$ cat src/rtl/pack_cfg_pkg.sv
// package: pack configuration word layout, reset values and storage location
package pack_cfg_pkg;

	// storage location of the word in configuration storage
	localparam logic [7:0]  SUBCLASS_ID     = 8'h40;
	localparam logic [7:0]  WORD_OFFSET     = 8'h00;

	// bit positions within the 16-bit word
	localparam int RESERVE_NOLOAD_BIT  = 15;
	localparam int CAL_PERMIT_BIT      = 14;
	localparam int DIVIDER_SEL_BIT     = 11;
	localparam int WAKE_HI_BIT         = 10;
	localparam int WAKE_LO_BIT         = 8;
	localparam int TENFOLD_BIT         = 7;
	localparam int RES_STEP_BIT        = 6;
	localparam int SLEEP_PERMIT_BIT    = 5;
	localparam int CAP_UPDATE_BIT      = 4;
	localparam int TEMP_SRC_BIT        = 0;

	// reserved positions (13,12,3,2,1) are stored but steer nothing
	localparam logic [15:0] RESERVED_MASK   = 16'h300E;

	// reset: wake 001, resistance step 1, sleep 1, temperature source 1
	localparam logic [15:0] WORD_RESET      = 16'h0161;

	typedef struct packed {
		logic       reserve_noload_rate_en;
		logic       calibration_permit;
		logic       divider_select;
		logic [2:0] current_wake_level;
		logic       tenfold_scale_flag;
		logic       resistance_step_en;
		logic       sleep_permit;
		logic       capacity_update_on_term;
		logic       temperature_source_sel;
	} cfg_fields_type;

	typedef struct packed {
		logic       sleep_ok;
		logic       cal_request;
		logic       term_valid;
	} gauge_cond_type;

	typedef struct packed {
		logic       sleep_enter;
		logic       cal_enter;
		logic       load_remaining;
	} gauge_ctrl_type;

endpackage

$ cat src/rtl/pack_config_register.sv
// pack configuration word: storage, field decode and control gating
//
// Behaviour
// [RULE1] The word lives in configuration storage at subclass 64, offset 0.
// [RULE2] Software reaches the word only through the generic storage access.
// [RULE3] Divider select picks the external divider at 1, internal at 0.
// [RULE4] Software keeps the internal divider only for a single cell.
// [RULE5] The tenfold flag changes no computation, it is only carried.
// [RULE6] Software scales current, capacity and energy by ten when flagged.
// [RULE7] Software calibrates current gain to a tenth for tenfold scaling.
// [RULE8] Temperature source picks the external thermistor when set.
// [RULE9] Software keeps reserved low-byte bits untouched on rewrite.
// [RULE10] Valid termination with capacity update set loads remaining cap.
// [RULE11] The word's high and low bytes carry the fields in fixed order.
// [RULE12] Sleep needs sleep permit, calibration needs calibration permit.
`timescale 1ns/1ps

module pack_config_register (
	input  wire logic                        clock,
	input  wire logic                        rst,
	input  wire logic                        clock_en,
	input  wire logic [7:0]                  access_subclass,
	input  wire logic [7:0]                  access_offset,
	input  wire logic                        access_write,
	input  wire logic [15:0]                 access_wdata,
	output logic      [15:0]                 access_rdata,
	output logic                             access_hit,
	input  wire pack_cfg_pkg::gauge_cond_type cond,
	output pack_cfg_pkg::gauge_ctrl_type     ctrl,
	output pack_cfg_pkg::cfg_fields_type     fields,
	output logic                             divider_external,
	output logic                             thermistor_external
);

	logic [15:0]                   word_q;
	logic [15:0]                   word_d;
	pack_cfg_pkg::gauge_ctrl_type  ctrl_q;
	pack_cfg_pkg::gauge_ctrl_type  ctrl_d;

	// generic storage access addresses the word by subclass and offset
	assign access_hit = (access_subclass == pack_cfg_pkg::SUBCLASS_ID) &&
		(access_offset == pack_cfg_pkg::WORD_OFFSET); // see [RULE1] [RULE2]

	always_comb begin
		word_d = word_q;
		if (access_write && access_hit) begin
			// reserved bits are stored as written; software owns them
			word_d = access_wdata; // see [RULE9]
		end
	end

	always_ff @(posedge clock) begin
		if (rst) begin
			word_q <= pack_cfg_pkg::WORD_RESET;
		end else if (clock_en) begin
			word_q <= word_d;
		end
	end

	// read data is the stored word, zero when the address misses
	assign access_rdata = access_hit ? word_q : 16'h0000;

	always_comb begin
		fields.reserve_noload_rate_en =
			word_q[pack_cfg_pkg::RESERVE_NOLOAD_BIT]; // see [RULE11]
		fields.calibration_permit = word_q[pack_cfg_pkg::CAL_PERMIT_BIT];
		fields.divider_select     = word_q[pack_cfg_pkg::DIVIDER_SEL_BIT];
		fields.current_wake_level =
			word_q[pack_cfg_pkg::WAKE_HI_BIT:pack_cfg_pkg::WAKE_LO_BIT];
		fields.tenfold_scale_flag = word_q[pack_cfg_pkg::TENFOLD_BIT];
		fields.resistance_step_en = word_q[pack_cfg_pkg::RES_STEP_BIT];
		fields.sleep_permit       = word_q[pack_cfg_pkg::SLEEP_PERMIT_BIT];
		fields.capacity_update_on_term =
			word_q[pack_cfg_pkg::CAP_UPDATE_BIT];
		fields.temperature_source_sel = word_q[pack_cfg_pkg::TEMP_SRC_BIT];
	end

	assign divider_external    = fields.divider_select; // see [RULE3]
	assign thermistor_external = fields.temperature_source_sel; // see [RULE8]

	// the tenfold flag feeds no control term below: it is only reported
	always_comb begin
		ctrl_d.sleep_enter = cond.sleep_ok &&
			fields.sleep_permit; // see [RULE12]
		ctrl_d.cal_enter = cond.cal_request &&
			fields.calibration_permit; // see [RULE12]
		ctrl_d.load_remaining = cond.term_valid &&
			fields.capacity_update_on_term; // see [RULE10] [RULE5]
	end

	always_ff @(posedge clock) begin
		if (rst) begin
			ctrl_q <= '0;
		end else if (clock_en) begin
			ctrl_q <= ctrl_d;
		end
	end

	assign ctrl = ctrl_q;
endmodule

$ cat config.mk
export PLATFORM = sky130hd
export DESIGN_NAME = pack_config_register
export DESIGN_NICKNAME = d
export VERILOG_FILES = /design/src/rtl/pack_cfg_pkg.sv /design/src/rtl/pack_config_register.sv
export SDC_FILE = /design/constraint.sdc
export NUM_CORES = 1
export LEC_CHECK = 0
export ABC_AREA = 0
export BUFFER_PORTS_ARGS = -buffer_cell sky130_fd_sc_hd__buf_2
export CORE_ASPECT_RATIO = 0.75
export CORE_MARGIN = 3
export CORE_UTILIZATION = 37
export CTS_CLUSTER_DIAMETER = 100
export DETAILED_ROUTE_END_ITERATION = 8
export PLACE_DENSITY = 0.76
export RECOVER_POWER = 100
export REMOVE_ABC_BUFFERS = 1
export SLEW_MARGIN = 0
export SYNTH_ARGS = -nofsm -noshare
export SYNTH_HDL_FRONTEND = slang
export SYNTH_SLANG_ARGS = --single-unit
$ cat constraint.sdc
create_clock -name clock -period 1.3 [get_ports clock]
set_input_delay 0.13 -clock clock [delete_from_list [all_inputs] [get_ports clock]]
set_output_delay 0.13 -clock clock [all_outputs]
set_load 0.005 [all_outputs]
==> key figures <==
Global route
  • Vias in the first global route: 933
  • First-pass GRT wire length: 4210 um
  • GRT Total Usage: 15.6%
  • Overflow after GRT: 0
  • Met3 GRT Util: 5.15%
  • Met1 Track Usage GR: 20.0%
  • M2 GR Usage: 25.9%
  • GRT Max-Usage Layer: met2
  • Number of antenna violations at the first check in global routing: 0
  • Largest net degree at the start of global routing: 36

Timing
  • Slew HR: 69.3%
  • Clock Skew: 0.00104 ns
  • Fin crit period: 1.32 ns
  • Maximum clock frequency: 0.759 GHz
  • Crit share post-route: 101%
  • RSZ-0062 raised after global routing: true
  • Hold Violations, Final: 0
  • Final setup fails: 1
  • Max Transition Viols Final: 0
  • Worst Max-Slew Pin Slew: 0.460 ns
  • Final worst setup slack: -0.0173 ns

Pwr
  • Lkg Pwr: 0.709 nW
  • Sequential fraction of design power: 52.4%
  • Cell-internal power: 0.873 mW
  • Clk pwr share: 36.8%
  • Maximum vdd drop: 0.000407 V
  • P_sw: 0.242 mW
  • Comb pwr share: 10.9%
  • Total Power: 1.12 mW
  • Sw frac: 21.7%
  • PwrDens: 695 mW/mm2

Finish
  • Final nets: 221
  • Final Non-Filler Cells: 217
  • Diode count: 0
  • Post-Layout Inst Area: 0.00160 mm2
  • Final Util: 59.8%
  • Area Growth Syn to Fin: 50.1%
  • Layout cells sized above 1: 50.3%
  • Fill count: 236

Placed design
  • GP Congestion: 0.680
  • DP Area: 0.00137 mm2
  • Detailed-placement wirelength estimate: 1920 um
  • Buffers on Ports: 71
  • Pre-CTS WS: -0.0825 ns
  • Placed Cells: 209

Critical path
  • WP data arrival: 1.49 ns
  • CP cell instances: buf_6 > nor4_2 > and4_4 > buf_4 > and3_4 > clkbuf_16 > mux2i_1
  • CP max-delay cell: and4_4
  • Critical Path RT: 1.48 ns
  • Critical Path Source Type: input pin
  • Buffers and inverters on the worst path: 3
  • Crit path largest cell delay: 0.31 ns
  • Crit path max-delay family: simple AND/OR/NAND/NOR gates
  • CP Capture Type: flip-flop
  • CP Max Fanout: 5
  • Critical path class: input pin to flip-flop

Clocking
  • H-tree depth: 1
  • Clock sinks: 19
  • TritonCTS clock tree: yes
  • Clock root buffer master: clkbuf_8
  • Clk buf depth: 2
  • Num CTS Buffers: 3
  • CTS Hold Bufs: 0
  • Clock Latency Late Sink: 0.25 ns
  • Reg clk slew, reported paths: 0.07 ns

Logic synthesis
  • Synth unique cells: 14
  • Seq/Total Area, Yosys: 35.6%
  • Mean area per synthesized cell: 9.21 um2
  • Syn Inst Count: 116
  • YS warnings: 0
  • Synth Cell Area: 0.00107 mm2
  • Flops & latches, synth: 19

Route
  • Vias: 972
  • Routed length per instance: 13.6 um
  • DR pass1 iterations: 4
  • Antenna Nets Post-Route: 0
  • Via density: 4.48
  • Routed Wire Length: 2950 um
  • DR iter-0 viols: 19
  • DR DRC count: 0

Die
  • Die Area: 0.00358 mm2
  • IO Pins: 72
  • Die Ht: 52.5 um
  • Initial Util: 39.8%
  • Die span in x: 68.1 um
  • Core Area: 0.00268 mm2
  • # rows: 16

Status
  • Status: complete, but fails checks
  • Failing checks: setup timing

Hold path
  • Worst hold path class: input pin to flip-flop

Job
  • Total of max-cap violations: 0
[synthesized netlist by cell type]
cell type | n | area [um2]
nor4b_2 | 1 | 15.0
a21oi_1 | 3 | 15.0
nand3_1 | 3 | 15.0
and3_4 | 1 | 11.3
mux2i_1 | 16 | 160
buf_4 | 12 | 90.1
buf_12 | 2 | 40.0
clkbuf_1 | 4 | 15.0
nand2b_1 | 27 | 169
nor4_1 | 3 | 18.8
and4_1 | 1 | 8.76
nor2_1 | 8 | 30.0
and2_1 | 16 | 100
dfxtp_1 | 19 | 380
[state kept, by name, indices dropped and copies added (netlist names)]
name,flops
ctrl,3
word_q,16
[metal layers]
layer | vias to the layer above | part of all wire [%]
li1 | 495 | -
met4 | 0 | 0.81
met5 | - | 0
met2 | 31 | 51
met3 | 2 | 6.7
met1 | 444 | 42
[worst reg2reg max path, cell delays in order, from the launching register on]
cell     delay [ns]
dfxtp_1        0.39
nand3_1        0.10
a21oi_1        0.13
[cell type report]
type	count	area (um2)	share of cell area, %
Clock buffer	4	45.0	2.81
Multi-Input combinational cell	79	596	37.1
Sequential cell	19	380	23.7
Tap cell	36	45.0	2.81
Timing Repair Buffer	79	538	33.5
[metrics by stage]
| stage | hold slack, ns | TNS (ns) |
|---|---|---|
| after floorplan | 0.199 | -1.87 |
| after global placement | 0.388 | -0.0870 |
| after detailed placement | 0.402 | -1.61 |
| after CTS | 0.132 | -0.0263 |
| after global routing | 0.128 | -0.398 |
| final | 0.134 | -0.0173 |
[worst paths after layout]
kind                     end  depth (start not counted)                from  slack [ns]
setup reg to reg     ctrl[1]                          2          word_q[14]        0.62
setup / recovery  word_q[14]                          7  access_subclass[2]       -0.02
hold reg to reg    word_q[2]                          2           word_q[2]        0.47
hold / removal     word_q[0]                          3     access_wdata[0]        0.13
[power groups by stage]
| stage | Combinational (mW) | Sequential, mW | Clock, mW |
|---|---|---|---|
| CTS | 0.106 | 0.584 | 0.417 |
| detailed placement | 0.103 | 0.598 | 0 |
| finish | 0.121 | 0.584 | 0.410 |
| global placement | 0.0998 | 0.597 | 0 |
| global route | 0.132 | 0.584 | 0.452 |
| floorplan | 0.0290 | 0.598 | 0 |
[layout by cell type, fill, tap and decap left out, drive strengths merged]
master,count
and3,1
nand2b,27
and4,1
nand3,3
and2,16
nor2,8
dfxtp,19
a21oi,3
nor4,3
nor4b,1
buf,73
mux2i,16
clkbuf,10
[repair_timing]
| action | 4_1_cts | 5_1_grt |
|---|---|---|
| gates resized for setup | 7 | 28 |
| pin swaps | 1 | 8 |
| setup endpoints to repair | 16 | 23 |
| buffers inserted | 1 | 0 |
| cloned | 1 | 2 |
[cells by family (layout without fill, tap and decap cells)]
family,Yosys count,in the layout,synth area share [%]
buf+inv,18,83,13.6
simple gates,60,60,34.4
flops,19,19,35.6
mux,16,16,15.0
compound gates,3,3,1.40
(Power assumes the default switching activity.)
